<file path="config.mk">
export PLATFORM = sky130hd
export DESIGN_NAME = abtas_top
export DESIGN_NICKNAME = d
export VERILOG_FILES = /design/src/shared/abtas_pkg.sv /design/src/design/abtas_top.sv
export VERILOG_INCLUDE_DIRS = /design/src /design/src/shared
export SDC_FILE = /design/constraint.sdc
export NUM_CORES = 1
export LEC_CHECK = 0
export BUFFER_PORTS_ARGS = -buffer_cell sky130_fd_sc_hd__buf_4
export CAP_MARGIN = 10
export CORE_UTILIZATION = 30
export CTS_CLUSTER_DIAMETER = 100
export CTS_CLUSTER_SIZE = 28
export DETAILED_ROUTE_END_ITERATION = 8
export PLACE_DENSITY = 0.6
export SYNTH_ARGS = -nofsm -noshare
export SYNTH_HDL_FRONTEND = slang
export SYNTH_SLANG_ARGS = --single-unit
export TNS_END_PERCENT = 1
</file>
<file path="constraint.sdc">
create_clock -name CLOCK -period 2.07 [get_ports CLOCK]
set_clock_uncertainty 0.2 [all_clocks]
set_input_delay 0.414 -clock CLOCK [delete_from_list [all_inputs] [get_ports CLOCK]]
set_output_delay 0.414 -clock CLOCK [all_outputs]
set_load 0.01 [all_outputs]
</file>
<file path="src/shared/abtas_regs.svh">
// Named positions, limits and reset values of the telegram and address logic.
// Assumes inclusion by bare name from any file that decodes the telegrams.
`ifndef ABTAS_REGS_SVH
`define ABTAS_REGS_SVH
// Stored address value that means no valid address.
`define ABTAS_ADDR_INVALID 8'hFF
// Highest motor current figure, 800 percent.
`define ABTAS_PCT_MAX 16'h0320
// Bit positions of the first command byte.
`define ABTAS_C0_FAULT_RESET 6
`define ABTAS_C0_AUTO 5
`define ABTAS_C0_PREP_EMERG 4
`define ABTAS_C0_OPEN 2
`define ABTAS_C0_OFF 1
`define ABTAS_C0_CLOSE 0
// Bit positions of the second command byte.
`define ABTAS_C1_DO2 7
`define ABTAS_C1_AUX 4
// Reset values of output registers.
`define ABTAS_BYTE_RST 8'h00
`define ABTAS_WORD_RST 16'h0000
// Reset value of the six decoded command bits.
`define ABTAS_CMD_RST 6'h00
`endif

</file>
<file path="src/shared/abtas_pkg.sv">
// Types used by the bus address agreement logic.
// Assumes nothing of its surroundings.
package abtas_pkg;
	// Phases of the bus address agreement.
	typedef enum logic [2:0] {
		ST_LOAD,
		ST_WAIT,
		ST_DECIDE,
		ST_SILENT,
		ST_FAULT,
		ST_RUN
	} abtas_state_t;
endpackage : abtas_pkg

</file>
<file path="src/design/abtas_top.sv">
// Actuator-mode process data packing and bus address agreement with the adapter plug.
// Assumes all inputs synchronous to CLOCK, and nonvolatile store and plug act on pulses.
`include "abtas_regs.svh"
module abtas_top (
	// Clock and reset.
	input wire logic CLOCK,
	input wire logic RSTN,
	// Actuator status for monitor byte 0.
	input wire logic STS_WARNING,
	input wire logic STS_FAULT,
	input wire logic STS_LOCAL,
	input wire logic STS_LOCKOUT,
	input wire logic STS_OVERLOAD,
	input wire logic STS_OPENING,
	input wire logic STS_OFF,
	input wire logic STS_CLOSING,
	// On-board inputs, bit n is digital_input_zero upward.
	input wire logic [5:0] DIGITAL_INPUTS,
	// Motor current in percent of rated_operating_current.
	input wire logic [15:0] CURRENT_PCT,
	// Command bytes from the master.
	input wire logic [7:0] CMD_BYTE0,
	input wire logic [7:0] CMD_BYTE1,
	// Fault output configuration and the internal fault level.
	input wire logic DO2_IS_FAULT,
	input wire logic AUX_IS_FAULT,
	input wire logic FAULT_ACTIVE,
	// Address sources.
	input wire logic [7:0] NV_ADDR_IN,
	input wire logic PANEL_WR,
	input wire logic [7:0] PANEL_ADDR,
	input wire logic PANEL_FIX,
	input wire logic PLUG_PRESENT,
	input wire logic [7:0] PLUG_ADDR,
	input wire logic ADDR_CHECK_EN,
	// Monitoring telegram.
	output logic [7:0] MON_BYTE0,
	output logic [7:0] MON_BYTE1,
	output logic [15:0] MON_WORD1,
	// Decoded commands.
	output logic CMD_FAULT_RESET,
	output logic CMD_AUTO,
	output logic CMD_PREP_EMERG,
	output logic CMD_OPEN,
	output logic CMD_OFF,
	output logic CMD_CLOSE,
	output logic DIGITAL_OUTPUT_TWO,
	output logic AUX_SUPPLY_OUTPUT,
	// Address agreement results.
	output logic [7:0] CTRL_ADDR,
	output logic NV_WR,
	output logic PLUG_WR,
	output logic BUS_ENABLE,
	output logic ADDR_FAULT
);

	// True when an address is usable on the bus.
	function automatic logic addr_ok(input logic [7:0] a);
		addr_ok = (a != `ABTAS_ADDR_INVALID);
	endfunction : addr_ok

	// Telegram registers and their next values.
	logic [7:0] mon0_r, mon0_nxt;
	logic [7:0] mon1_r, mon1_nxt;
	logic [15:0] mon2_r, mon2_nxt;
	logic [5:0] cmd_r, cmd_nxt;
	logic do2_r, do2_nxt;
	logic aux_r, aux_nxt;

	// Address registers and their next values.
	abtas_pkg::abtas_state_t st_r, st_nxt;
	logic [7:0] addr_r, addr_nxt;
	logic nvwr_r, nvwr_nxt;
	logic plwr_r, plwr_nxt;
	logic bus_r, bus_nxt;
	logic flt_r, flt_nxt;

	// Telegram packing and command decoding.
	always_comb begin
		mon0_nxt = {STS_WARNING, STS_FAULT, STS_LOCAL, STS_LOCKOUT,
			STS_OVERLOAD, STS_OPENING, STS_OFF, STS_CLOSING};
		// The two unused low bits read as zero.
		mon1_nxt = {DIGITAL_INPUTS, 2'b00};
		// Saturate so a sensor glitch never reports past the scale end.
		if (CURRENT_PCT > `ABTAS_PCT_MAX) begin
			mon2_nxt = `ABTAS_PCT_MAX;
		end else begin
			mon2_nxt = CURRENT_PCT;
		end
		// Unused command bits 7 and 3 are simply not decoded.
		cmd_nxt = {CMD_BYTE0[`ABTAS_C0_FAULT_RESET], CMD_BYTE0[`ABTAS_C0_AUTO],
			CMD_BYTE0[`ABTAS_C0_PREP_EMERG], CMD_BYTE0[`ABTAS_C0_OPEN],
			CMD_BYTE0[`ABTAS_C0_OFF], CMD_BYTE0[`ABTAS_C0_CLOSE]};
		// A fault output follows the fault level, not the master.
		if (DO2_IS_FAULT) begin
			do2_nxt = FAULT_ACTIVE;
		end else begin
			do2_nxt = CMD_BYTE1[`ABTAS_C1_DO2];
		end
		if (AUX_IS_FAULT) begin
			aux_nxt = FAULT_ACTIVE;
		end else begin
			aux_nxt = CMD_BYTE1[`ABTAS_C1_AUX];
		end
	end

	// Telegram registers.
	always_ff @(posedge CLOCK or negedge RSTN) begin
		if (!RSTN) begin
			mon0_r <= `ABTAS_BYTE_RST;
			mon1_r <= `ABTAS_BYTE_RST;
			mon2_r <= `ABTAS_WORD_RST;
			cmd_r <= `ABTAS_CMD_RST;
			do2_r <= 1'b0;
			aux_r <= 1'b0;
		end else begin
			mon0_r <= mon0_nxt;
			mon1_r <= mon1_nxt;
			mon2_r <= mon2_nxt;
			cmd_r <= cmd_nxt;
			do2_r <= do2_nxt;
			aux_r <= aux_nxt;
		end
	end

	// Address agreement. The stored address is caught in the first cycle after
	// reset release, since a port value may not enter the reset branch.
	always_comb begin
		st_nxt = st_r;
		addr_nxt = addr_r;
		nvwr_nxt = 1'b0;
		plwr_nxt = 1'b0;
		bus_nxt = bus_r;
		flt_nxt = flt_r;
		case (st_r)
			abtas_pkg::ST_LOAD: begin
				// Any value 0 to 255 is taken as stored.
				addr_nxt = NV_ADDR_IN;
				st_nxt = abtas_pkg::ST_WAIT;
			end
			abtas_pkg::ST_WAIT: begin
				// Without a plug there is nothing to compare against.
				if (PLUG_PRESENT) begin
					st_nxt = abtas_pkg::ST_DECIDE;
				end
			end
			abtas_pkg::ST_DECIDE: begin
				if (!addr_ok(addr_r) && !addr_ok(PLUG_ADDR)) begin
					st_nxt = abtas_pkg::ST_SILENT;
					bus_nxt = 1'b0;
				end else if (!addr_ok(addr_r)) begin
					// Adopt and store the plug address, then start.
					addr_nxt = PLUG_ADDR;
					nvwr_nxt = 1'b1;
					st_nxt = abtas_pkg::ST_RUN;
					bus_nxt = 1'b1;
				end else if (!addr_ok(PLUG_ADDR)) begin
					// The full value goes out, so it also carries the baud choice.
					plwr_nxt = 1'b1;
					st_nxt = abtas_pkg::ST_RUN;
					bus_nxt = 1'b1;
				end else if (addr_r == PLUG_ADDR) begin
					st_nxt = abtas_pkg::ST_RUN;
					bus_nxt = 1'b1;
				end else if (!ADDR_CHECK_EN) begin
					plwr_nxt = 1'b1;
					st_nxt = abtas_pkg::ST_RUN;
					bus_nxt = 1'b1;
				end else begin
					// Mismatch with check on: the drawer may be in the wrong slot.
					st_nxt = abtas_pkg::ST_FAULT;
					bus_nxt = 1'b0;
					flt_nxt = 1'b1;
				end
			end
			abtas_pkg::ST_FAULT: begin
				if (PANEL_FIX) begin
					// Fix takes the plug address and stores it in the nonvolatile store only.
					addr_nxt = PLUG_ADDR;
					nvwr_nxt = 1'b1;
					flt_nxt = 1'b0;
					bus_nxt = 1'b1;
					st_nxt = abtas_pkg::ST_RUN;
				end else if (PANEL_WR) begin
					addr_nxt = PANEL_ADDR;
					nvwr_nxt = 1'b1;
					flt_nxt = 1'b0;
					st_nxt = abtas_pkg::ST_WAIT;
				end
			end
			abtas_pkg::ST_SILENT, abtas_pkg::ST_RUN: begin
				// A new panel entry stops the bus and agrees afresh.
				if (PANEL_WR) begin
					addr_nxt = PANEL_ADDR;
					nvwr_nxt = 1'b1;
					bus_nxt = 1'b0;
					st_nxt = abtas_pkg::ST_WAIT;
				end else if (!PLUG_PRESENT) begin
					// A removed plug ends communication until it returns.
					bus_nxt = 1'b0;
					st_nxt = abtas_pkg::ST_WAIT;
				end
			end
			default: begin
				st_nxt = abtas_pkg::ST_LOAD;
				bus_nxt = 1'b0;
				flt_nxt = 1'b0;
			end
		endcase
	end

	// Address registers.
	always_ff @(posedge CLOCK or negedge RSTN) begin
		if (!RSTN) begin
			st_r <= abtas_pkg::ST_LOAD;
			addr_r <= `ABTAS_ADDR_INVALID;
			nvwr_r <= 1'b0;
			plwr_r <= 1'b0;
			bus_r <= 1'b0;
			flt_r <= 1'b0;
		end else begin
			st_r <= st_nxt;
			addr_r <= addr_nxt;
			nvwr_r <= nvwr_nxt;
			plwr_r <= plwr_nxt;
			bus_r <= bus_nxt;
			flt_r <= flt_nxt;
		end
	end

	// Outputs straight from the registers.
	assign MON_BYTE0 = mon0_r;
	assign MON_BYTE1 = mon1_r;
	assign MON_WORD1 = mon2_r;
	assign {CMD_FAULT_RESET, CMD_AUTO, CMD_PREP_EMERG, CMD_OPEN, CMD_OFF, CMD_CLOSE} = cmd_r;
	assign DIGITAL_OUTPUT_TWO = do2_r;
	assign AUX_SUPPLY_OUTPUT = aux_r;
	assign CTRL_ADDR = addr_r;
	assign NV_WR = nvwr_r;
	assign PLUG_WR = plwr_r;
	assign BUS_ENABLE = bus_r;
	assign ADDR_FAULT = flt_r;
endmodule : abtas_top

</file>
# Yosys cells after proc, flatten, opt, wreduce, memory -nomap -nowiden
# Index checks and enable logic that the tools add are counted.
dict set report totals {
  ff_bits 53
  output_inout_bits 52
  word_cells 91
}
dict set report op_classes {
  n_lt_le_gt_ge 1
  eq_ne 18
  muxes 46
  bitwise 2
  n_reduce_logical 12
}
# cell count
set ops {}
lappend ops {{8-bit two-way mux} 4}
lappend ops {{8-bit one-hot mux with 4 select lines} 1}
lappend ops {{1-bit two-way mux} 30}
lappend ops {{3-bit two-way mux} 6}
lappend ops {{16-bit by 10-bit greater-than comparator with 1-bit output (second input constant)} 1}
lappend ops {{16-bit two-way mux} 1}
lappend ops {{2-bit != test (second input constant)} 8}
lappend ops {{8-bit != test (second input constant)} 2}
lappend ops {{3-bit one-hot mux with 5 select lines} 1}
lappend ops {{3-bit AND reduction} 3}
lappend ops {{8-bit == test} 1}
lappend ops {{7-bit AND reduction} 1}
lappend ops {{3-bit by 2-bit == test with 1-bit output (second input constant)} 2}
lappend ops {{3-bit == test (second input constant)} 2}
lappend ops {{3-bit != test (second input constant)} 2}
lappend ops {{1-bit one-hot mux with 3 select lines} 2}
lappend ops {{1-bit one-hot mux with 4 select lines} 1}
lappend ops {{4-bit nonzero test} 1}
lappend ops {{2-bit OR reduction} 2}
lappend ops {{4-bit OR reduction} 1}
lappend ops {{3-bit by 1-bit == test with 1-bit output (second input constant)} 1}
lappend ops {{3-bit logical NOT} 1}
lappend ops {{1-bit logical NOT} 2}
lappend ops {{1-bit inverter} 2}
lappend ops {{1-bit logical AND} 1}

# Logic depth before layout (Yosys ltp)
# Gate-level depths: netlist of the first run.
dict set report depth {
  depth_word 6
  ltp_mapped 6
}

# Least setup slack after synthesis of the first run
# Ideal clock, no wire load.
dict set report synth_timing {
  path_kind {flip-flop to flip-flop}
  from {register addr_r[4] (netlist: CTRL_ADDR[4])}
  to {register bus_r (netlist: BUS_ENABLE)}
  arrival_ns 1.511
  required_time_ns 1.788
  slack_ns 0.277
  stages_incl_launch_ff 6
  path_buffers 0
  period_less_slack_ns 1.793
  path_cell_list {dfstp_2 -> xor2_1 -> nor4_2 -> nand2_1 -> a311o_1 -> a22oi_2}
}
dict set report synth_between {
  elab_chain_cells 6
}
# item line_no
set synth_lines {}
lappend synth_lines {{from (decl)} abtas_top.sv:72} ;# logic [7:0] addr_r, addr_nxt;
lappend synth_lines {{from (signal assigned)} abtas_top.sv:216} ;# addr_r <= `ABTAS_ADDR_INVALID;
lappend synth_lines {{from (signal assigned)} abtas_top.sv:223} ;# addr_r <= addr_nxt;
lappend synth_lines {{8-bit == test} abtas_top.sv:162} ;# end else if (addr_r == PLUG_ADDR) begin
lappend synth_lines {{1-bit two-way mux} abtas_top.sv:162}
lappend synth_lines {{1-bit two-way mux} abtas_top.sv:157} ;# end else if (!addr_ok(PLUG_ADDR)) begin
lappend synth_lines {{1-bit two-way mux} abtas_top.sv:151} ;# end else if (!addr_ok(addr_r)) begin
lappend synth_lines {{1-bit two-way mux *} abtas_top.sv:148} ;# if (!addr_ok(addr_r) && !addr_ok(PLUG_ADDR)) begin
lappend synth_lines {{1-bit one-hot mux with 4 select lines *} abtas_top.sv:135} ;# case (st_r)
lappend synth_lines {{to (signal assigned)} abtas_top.sv:226} ;# bus_r <= bus_nxt;
lappend synth_lines {{to (decl)} abtas_top.sv:75} ;# logic bus_r, bus_nxt;
# Every way passes the cells marked *; elsewhere a longest branch is shown, timed or not.
# A chain may end at the register's enable or synchronous reset.

# Final worst setup path of the first run
dict set report layout_timing {
  from {register addr_r[7] (netlist: CTRL_ADDR[7])}
  to {register bus_r (netlist: BUS_ENABLE)}
}
# Same word-level chain as after synthesis.

==> results of run 1 <==
## how the worst min path moves through the flow
stage / depth (start not counted) / endpoint / slack [ns] / startpoint
2_1_floorplan: 0 / ADDR_FAULT / -0.08 / RSTN
3_3_place_gp: 1 / MON_WORD1[14] / 0.30 / RSTN
3_5_place_dp: 1 / cmd_r[4] / 0.30 / RSTN
4_1_cts: 1 / MON_BYTE1[5] / 0.01 / DIGITAL_INPUTS[3]
5_1_grt: 2 / MON_WORD1[5] / 0.09 / CURRENT_PCT[5]
6_report: 2 / MON_WORD1[5] / 0.11 / CURRENT_PCT[5]
## placed cells by master (no fill, tap or decap), drive strengths merged, types with 8 or more instances in the layout
master       Yosys  layout
dlygate4sd3      0      21
and2             8       8
a21oi           15      15
dfstp            8       8
buf              4     123
conb             1       8
xor2             8       8
dfrtp           45      45
nor2            19      19
nand2           10      10
o221ai           8       8
## through the flow
stage / cells / util / area (µm²)
after floorplan: 197 / - / 2300
after CTS: 442 / 0.498 / 3630
after global routing: 443 / 0.500 / 3650
final: 443 / 0.500 / 3650
after detailed placement: 414 / 0.454 / 3310
after global placement: 414 / 0.454 / 3310
## synth_stat cells (3+ instances only)
library cell | number | area (µm²)
a21oi_1 | 15 | 75.1
and2_1 | 8 | 50.1
buf_4 | 4 | 30.0
dfrtp_1 | 45 | 1130
dfstp_2 | 8 | 210
inv_1 | 5 | 18.8
nand2_1 | 9 | 33.8
nand2b_1 | 4 | 25.0
nor2_1 | 19 | 71.3
nor2b_1 | 3 | 18.8
o21ai_0 | 6 | 30.0
o221ai_1 | 8 | 70.1
or2b_1 | 6 | 45.0
xor2_1 | 8 | 70.1
## flip-flops by register name, summed over array words and instances, names as in the netlist
name / cells
NV_WR: 1
BUS_ENABLE: 1
CTRL_ADDR: 8
MON_BYTE0: 8
DIGITAL_OUTPUT_TWO: 1
MON_WORD1: 16
cmd_r: 6
MON_BYTE1: 6
AUX_SUPPLY_OUTPUT: 1
PLUG_WR: 1
st_r: 3
ADDR_FAULT: 1
## logic make-up after synthesis
group / after synthesis / share of synthesized area
buffers and inverters: 10 / 0.0231
DFF: 53 / 0.588
muxes: 3 / 0.0143
and+or+nand+nor: 68 / 0.180
xor gates and xnor gates: 9 / 0.0380
AOI/OAI and AO/OA: 46 / 0.155
other: 1 / 0.00165
## area by class of cell
type                    instances  area share
multi-input cells             134       0.250
well taps                      99      0.0340
clock inverters                 3      0.0130
clock buffers                   5      0.0189
inverters                       5     0.00514
repair buffers                144       0.312
flip-flops and latches         53       0.367
## power by group through the flow
stage                     clock [µW]  combinational [µW]  sequential [µW]
final                            744                1640             1510
after global routing             801                1810             1530
after CTS                        776                1630             1490
after detailed placement           0                1590             1510
after global placement             0                1580             1510
after floorplan                    0                 959             1500
## what timing repair did
action / 4_1_cts / 5_1_grt
pin swaps: 0 / 1
setup endpoints to repair: 4 / 8
hold buffers: 20 / 1
gates resized for setup: 1 / 3
hold endpoints to repair: 64 / 1
## worst reg2reg max path, stage by stage, from the launching register on
cell	delay [ns]
dfstp_2	0.59
xor2_1	0.08
nor4_2	0.33
nand2_1	0.11
a311o_1	0.38
a22oi_2	0.16
## per-layer routing
| layer | share of wire | wire length, µm | vias up |
|---|---|---|---|
| li1 | - | - | 974 |
| met2 | 0.47 | 2890 | 74 |
| met4 | 0.0078 | 48 | 0 |
| met5 | 0 | 0 | - |
| met1 | 0.43 | 2620 | 913 |
| met3 | 0.096 | 590 | 4 |
==> qor.yml, run 1 <==
global_route:
  grtUsageTotal: 0.164
  grt_pass1_vias: 2074
  antenna_found_initial: 0
  grt-busiest-layer: "met2"
  grt_max_degree: 54
  grt_overflow: 0
  grt_util_met1: 0.200
  grtUsageMet3: 0.0702
  met2_usage: 0.269
  grt_pass1_wl_um: 9740
synthesis:
  synth.distinct_cells: 48
  ys_async_sr_fraction: 1.00
  ys_ff_latch: 53
  ys_dominant_reg_cell: "dfrtp_1"
  yosysWarnings: 0
  syn-cell-area_um2: 2270
  synth_cells: 190
  synth_edf_count: 0
  ys_seq_area_frac: 0.588
  syn_avg_cell_area_um2: 12.0
power:
  ir_drop_v: 0.000466
  power_switching_uw: 1430
  power.total_uw: 3890
  power.leakage_uw: 0.00170
  p_int_uw: 2460
  p_comb_frac: 0.422
  swShare: 0.369
  seqPwrFrac: 0.387
  clkPwrFrac: 0.191
  powerDensity_nw_per_um2: 1070
final_layout:
  area_delta_synth_final_pct: 60.6
  final-seq-area_um2: 1340
  fin_nets: 422
  nFillCells: 697
  multi_input_area_um2: 913
  drive_gt1_frac: 0.462
  num_antenna_cells: 0
setup_path:
  path_class: "reg -> reg"
  critPathBufInv: 0
  crit_end: "BUS_ENABLE"
  cp.arrival_ns: 1.95
  regToRegSetupSlack_ns: 0.15
  rr_worst_depth: 5
  cp-start-kind: "register"
  critical_path.max_stage_delay_ns: 0.59
  cp_num_cells: 5
  crit_path_start: "CTRL_ADDR[7]"
  crit_required_ns: 2.10
  endpoint_kind: "register"
  r2r-start: "CTRL_ADDR[7]"
  critPathSlowestCell: "dfstp_2"
  crit-reg2reg-capture: "BUS_ENABLE"
  crit_family: "flip-flops"
  path_max_fanout: 5
  path_cells: "xor2_1 -> nor4_2 -> nand2_1 -> a311o_1 -> a22oi_2"
flow_run:
  cap_violations: 0
detailed_routing:
  drtIter0Drc: 57
  dr.pass1.iters: 4
  via_per_inst: 4.44
  wl_um: 6150
  drc: 0
  ant_nets: 0
  num_vias: 1965
  wire_per_inst_um: 13.9
sta:
  final.setup.worst_slack_ns: 0.148
  final-hold-violation-count: 0
  min_period_ns: 1.92
  hold_slack_ns: 0.106
  slew_headroom: 0.543
  setup_violations: 0
  worst_pin_slew_ns: 0.685
  rsz0062_at_grt: "false"
  max_freq_ghz: 0.520
  finalSetupTns_ns: 0
  drv_slew: 0
  fin_crit_sh: 0.928
clock_tree:
  cts_buffer_depth: 2
  cts_buffers: 5
  cts.sinks: 53
  tritoncts: "done"
  root_buffer: "clkbuf_8"
  post_cts_buffers: 0
  clock_latency_ns: 0.30
  h-tree-depth: 2
  clk_pin_slew_worst_paths_ns: 0.10
placed_design:
  gp_congestion: 0.830
  dp_hpwl_um: 4380
  dp_slack_ns: -0.0150
  io_buffers: 120
die:
  die_y_um: 89.0
  coreArea_um2: 7290
  fp.dieW_um: 89.0
  io_pins: 131
  start_util: 0.312
  die_area_um2: 7930
  rows: 31
outcome:
  status: "completed"
min_path:
  hp-class: "in -> reg"
(Power assumes the default switching activity.)
==> run 2, diff against run 1 <==
- CORE_UTILIZATION: 30 -> 43
- PLACE_DENSITY: 0.6 -> 0.81
==> qor.yml, run 2 (synthesis gave the netlist of run 1 again) <==
setup_path:
  path_max_fanout: 8  # +3
  endpoint_kind: "register"
  cp-start-kind: "register"
  crit_required_ns: 2.10  # about the same
  cp.arrival_ns: 1.97  # +0.02 ns
  r2r-start: "CTRL_ADDR[4]"
  path_class: "reg -> reg"
  crit_path_start: "CTRL_ADDR[4]"
min_path:
  hold_start: "STS_OPENING"
  hp-class: "in -> reg"
sta:
  setup_violations: 0  # unchanged
  worst_pin_slew_ns: 0.662  # -0.0232 ns
  min_period_ns: 1.95  # +0.0235 ns
  drv_slew: 0  # unchanged
  slew_headroom: 0.559  # +0.0155
  hold_slack_ns: 0.0130  # -0.0935 ns
  final.setup.worst_slack_ns: 0.125  # -0.0235 ns
  fin_crit_sh: 0.940  # +0.0113
  max_freq_ghz: 0.514  # -1.2%
  final-hold-violation-count: 0  # unchanged
detailed_routing:
  via_per_inst: 4.88  # +10%
  wire_per_inst_um: 14.9  # +7.1%
  dr.pass1.iters: 4  # unchanged
  ant_nets: 0  # unchanged
  wl_um: 6080  # -1.1%
  num_vias: 1997  # +1.6%
  drc: 0  # unchanged
  drtIter0Drc: 110  # +93%
power:
  power.leakage_uw: 0.00168  # -1.6%
  powerDensity_nw_per_um2: 1050  # -1.6%
  ir_drop_v: 0.000567  # +22%
final_layout:
  post-route-util: 0.692  # +0.192
  layoutNonFillerInstCount: 409  # -7.7%
  drive_gt1_frac: 0.472  # +0.00977
  nFillCells: 366  # -47%
  num_antenna_cells: 0  # unchanged
  largest_reg_flops: 16  # unchanged
  area_delta_synth_final_pct: 55.6
  final_cell_mix: "buf_4 (125), dfrtp_1 (44), nor2_1 (19)"
  layout.cells.most_common: "buf_4"
  fin_nets: 417  # -1.2%
clock_tree:
  clock_latency_ns: 0.30  # about the same
  cts_buffer_depth: 2  # unchanged
  h-tree-depth: 2  # unchanged
  cts.sinks: 53  # unchanged
  tritoncts: "done"
  root_buffer: "clkbuf_8"
  cts_buffers: 5  # unchanged
  clk_pin_slew_worst_paths_ns: 0.10  # about the same
global_route:
  antenna_found_initial: 0  # unchanged
  grt_pass1_wl_um: 8600  # -12%
  grt_max_degree: 54  # unchanged
  grtUsageTotal: 0.209  # +0.0448
  grt_overflow: 0  # unchanged
  grt_pass1_vias: 1951  # -5.9%
placed_design:
  io_buffers: 120  # unchanged
  dp_hpwl_um: 4250  # -3.0%
  dp_slack_ns: 0.0482  # +0.0632 ns
  dp.cells: 383  # -7.5%
  gp_congestion: 0.847  # +2.0%
die:
  die_area_um2: 5580  # -30%
  io_pins: 131  # unchanged
  start_util: 0.445  # +0.133
  fp.dieW_um: 74.7  # -16%
  rows: 26  # -16%
  coreArea_um2: 5110  # -30%
  die_y_um: 74.7  # -16%
flow_run:
  cap_violations: 0  # unchanged
outcome:
  status: "completed"
run 2: changes by cell type in the layout (fill, tap and decap cells not counted), sizes merged:
cell	change
buf	+2
bufinv	-1
clkbuf	+1
clkinv	+1
dlygate4sd3	-7
inv	-1
run 2: routing by layer:
layer	vias to the layer above	wire, µm	global-route usage
met5	-	0	0
met4	0	62	0.0901
met3	6	551	0.0803
met2	83	3200	0.356
met1	947	2260	0.234
li1	961	-	-
run 2: where the power goes:
group	internal (µW)	total [µW]	switching [µW]
Sequential	1270	1500	224
Clock	278	623	345
Combinational	788	1590	799
Total	2340	3710	1370
run 2: cell type report:
cell class              count  area, µm²  share of cell area
clock buffers               6       82.6              0.0234
clock inverters             2       17.5             0.00495
inverters                   5       18.8             0.00531
multi-input cells         134        913               0.258
flip-flops and latches     53       1340               0.378
well taps                  70       87.6              0.0248
repair buffers            139       1080               0.305
run 2: path summary, 6_finish.rpt:
check | end | slack [ns] | cells after the start
worst max-delay path | CTRL_ADDR[2] | 0.12 | 5
worst min-delay path | MON_BYTE0[2] | 0.01 | 1
worst max register to register | CTRL_ADDR[2] | 0.12 | 5
worst min register to register | BUS_ENABLE | 0.34 | 2
max in group asynchronous | st_r[2] | 0.71 | 2
min in group asynchronous | MON_BYTE0[2] | 0.47 | 2
run 2: through the flow:
step | total power, µW | cell area, µm² | setup TNS, ns
2_1_floorplan | 2460 | 2300 | 0
3_3_place_gp | 3000 | 3260 | 0
3_5_place_dp | 3040 | 3260 | 0
4_1_cts | 3660 | 3370 | 0
5_1_grt | 3970 | 3540 | -0.00672
6_report | 3710 | 3540 | 0
run 2: repair_timing:
item                       in CTS  in global routing
hold endpoints to repair       45                 13
gates resized for setup         0                  2
setup endpoints to repair       0                  8
buffers inserted                0                  4
hold buffers                    1                 13
run 2: critical path, stage by stage, from the launching register on:
cell and delay [ns]:
dfstp_2 0.59, and4_1 0.19, o211ai_1 0.17, a221oi_4 0.50, nor2_1 0.09, a21oi_1 0.13
==> run 3, diff against run 2 <==
--- a/config.mk
+++ b/config.mk
@@ -9,9 +9,10 @@
 export BUFFER_PORTS_ARGS = -buffer_cell sky130_fd_sc_hd__buf_4
 export CAP_MARGIN = 10
-export CORE_UTILIZATION = 43
+export CORE_UTILIZATION = 45
+export CTS_BUF_LIST = sky130_fd_sc_hd__clkbuf_4 sky130_fd_sc_hd__clkbuf_8
 export CTS_CLUSTER_DIAMETER = 100
 export CTS_CLUSTER_SIZE = 28
 export DETAILED_ROUTE_END_ITERATION = 8
-export PLACE_DENSITY = 0.81
+export PLACE_DENSITY = 0.84
 export SYNTH_ARGS = -nofsm -noshare
 export SYNTH_HDL_FRONTEND = slang
==> constraint.sdc (replaced) <==
create_clock -name CLOCK -period 2.07 [get_ports CLOCK]
set_clock_uncertainty 0.2 [all_clocks]
set_input_delay 0.3105 -clock CLOCK [delete_from_list [all_inputs] [get_ports CLOCK]]
set_output_delay 0.3105 -clock CLOCK [all_outputs]
set_load 0.01 [all_outputs]
==> qor.yml, run 3 (synthesis gave the netlist of run 1 again) <==
sta:
  fin_crit_sh: 0.957  # +0.0170
  rsz0062_at_grt: "false"
  setup_violations: 0  # unchanged
  min_period_ns: 1.98  # +0.0351 ns
  slew_headroom: 0.566  # +0.00759
  final-hold-violation-count: 0  # unchanged
  worst_pin_slew_ns: 0.651  # -0.0114 ns
  max_freq_ghz: 0.505  # -1.8%
  finalSetupTns_ns: 0  # unchanged
  drv_slew: 0  # unchanged
die:
  io_pins: 131  # unchanged
  die_y_um: 73.1  # -2.2%
  start_util: 0.475  # +0.0299
  rows: 25  # -3.8%
  coreArea_um2: 4790  # -6.3%
  fp.dieW_um: 73.1  # -2.2%
  die_area_um2: 5340  # -4.3%
clock_tree:
  tritoncts: "done"
  cts.sinks: 53  # unchanged
  cts_buffers: 5  # unchanged
  root_buffer: "clkbuf_8"
  clock_latency_ns: 0.31  # about the same
  clk_pin_slew_worst_paths_ns: 0.10  # about the same
  cts_buffer_depth: 2  # unchanged
  h-tree-depth: 2  # unchanged
outcome:
  status: "completed"
setup_path:
  cp.arrival_ns: 2.01  # +0.04 ns
  cp-start-kind: "register"
  r2r-start: "CTRL_ADDR[7]"
  endpoint_kind: "register"
  path_max_fanout: 8  # unchanged
  crit_required_ns: 2.10  # about the same
  crit_path_start: "CTRL_ADDR[7]"
  path_class: "reg -> reg"
min_path:
  hold_start: "CURRENT_PCT[2]"
  hp-class: "in -> reg"
detailed_routing:
  wire_per_inst_um: 15.6  # +5.3%
  num_vias: 2087  # +4.5%
  wl_um: 6490  # +6.8%
  dr.pass1.iters: 4  # unchanged
  drc: 0  # unchanged
  ant_nets: 0  # unchanged
  drtIter0Drc: 120  # +9.1%
  via_per_inst: 5.03  # +3.0%
placed_design:
  dp.cells: 384  # +0.26%
  gp_congestion: 0.880  # +3.8%
  dp_hpwl_um: 4520  # +6.3%
  placed_area_um2: 3290  # +0.81%
  io_buffers: 120  # unchanged
power:
  power.leakage_uw: 0.00172  # +2.6%
  ir_drop_v: 0.000458  # -19%
  powerDensity_nw_per_um2: 1060  # +1.3%
final_layout:
  layoutNonFillerInstCount: 415  # +1.5%
  drive_gt1_frac: 0.460  # -0.0122
  final_cell_mix: "buf_4 (125), dfrtp_1 (44), dlygate4sd3_1 (22)"
  layout.cells.most_common: "buf_4"
  num_antenna_cells: 0  # unchanged
  fin_nets: 426  # +2.2%
  final_area_um2: 3630  # +2.6%
  area_delta_synth_final_pct: 59.7
  largest_reg_flops: 16  # unchanged
  nFillCells: 300  # -18%
global_route:
  antenna_found_initial: 0  # unchanged
  grt_overflow: 0  # unchanged
  grt_pass1_wl_um: 9890  # +15%
  grt_pass1_vias: 2108  # +8.0%
  grtUsageTotal: 0.252  # +0.0424
  grt_max_degree: 54  # unchanged
flow_run:
  cap_violations: 0  # unchanged
run 3: cell types whose count changed in the layout (fill, tap and decap cells not counted), sizes merged:
cell / delta
dlygate4sd3: +8
buf: +1
run 3: path summary, 6_finish.rpt:
| check | endpoint | slack (ns) | cells past startpoint |
|---|---|---|---|
| max | CTRL_ADDR[0] | 0.09 | 6 |
| min | MON_WORD1[2] | 0.01 | 2 |
| max reg2reg | CTRL_ADDR[0] | 0.09 | 6 |
| min reg2reg | BUS_ENABLE | 0.34 | 2 |
| max in group asynchronous | st_r[2] | 0.84 | 2 |
| min in group asynchronous | PLUG_WR | 0.37 | 2 |
run 3: routing by layer:
layer / global-route usage / wire [µm] / up-vias
li1: - / - / 979
met3: 0.0898 / 614 / 11
met5: 0 / 0 / -
met1: 0.279 / 2270 / 1004
met2: 0.444 / 3500 / 93
met4: 0.0871 / 107 / 0
run 3: what timing repair did:
action                                 4_1_cts  5_1_grt
buffers inserted                             0        1
gates resized for setup                      0        1
endpoints found under the hold margin       65        1
hold buffers                                21        1
setup endpoints to repair                    0        8
run 3: critical path: stages, from the launching register on:
cell,delay [ns]
dfstp_2,0.59
and4_1,0.21
o211ai_1,0.19
a221oi_4,0.39
buf_12,0.16
nor2_1,0.04
a21oi_1,0.13
run 3: cell type report:
| type | instances | area [µm²] | share of cell area |
|---|---|---|---|
| timing repair buffer | 148 | 1180 | 0.325 |
| clock inverter | 2 | 17.5 | 0.00483 |
| sequential | 53 | 1340 | 0.369 |
| tap | 67 | 83.8 | 0.0231 |
| inverter | 5 | 18.8 | 0.00517 |
| clock buffer | 6 | 82.6 | 0.0228 |
| multi-input combinational | 134 | 910 | 0.251 |
run 3: per-stage QoR:
| step | utilization | hold WS, ns | power (µW) | worst slack [ns] |
|---|---|---|---|---|
| floorplan | - | -0.185 | 2460 | 0.277 |
| global placement | 0.687 | 0.176 | 3070 | 0.144 |
| detailed placement | 0.687 | 0.182 | 3100 | 0.123 |
| CTS | 0.752 | 0.000519 | 3760 | 0.0894 |
| global route | 0.758 | 0.00891 | 4110 | 0.00595 |
| finish | 0.758 | 0.0147 | 3850 | 0.0897 |
run 3: report_power, final:
group          internal, µW  switching [µW]  total, µW  leakage (µW)
registers              1270             192       1470      0.000621
clock network           278             352        630     0.0000518
logic                   885             870       1760       0.00105
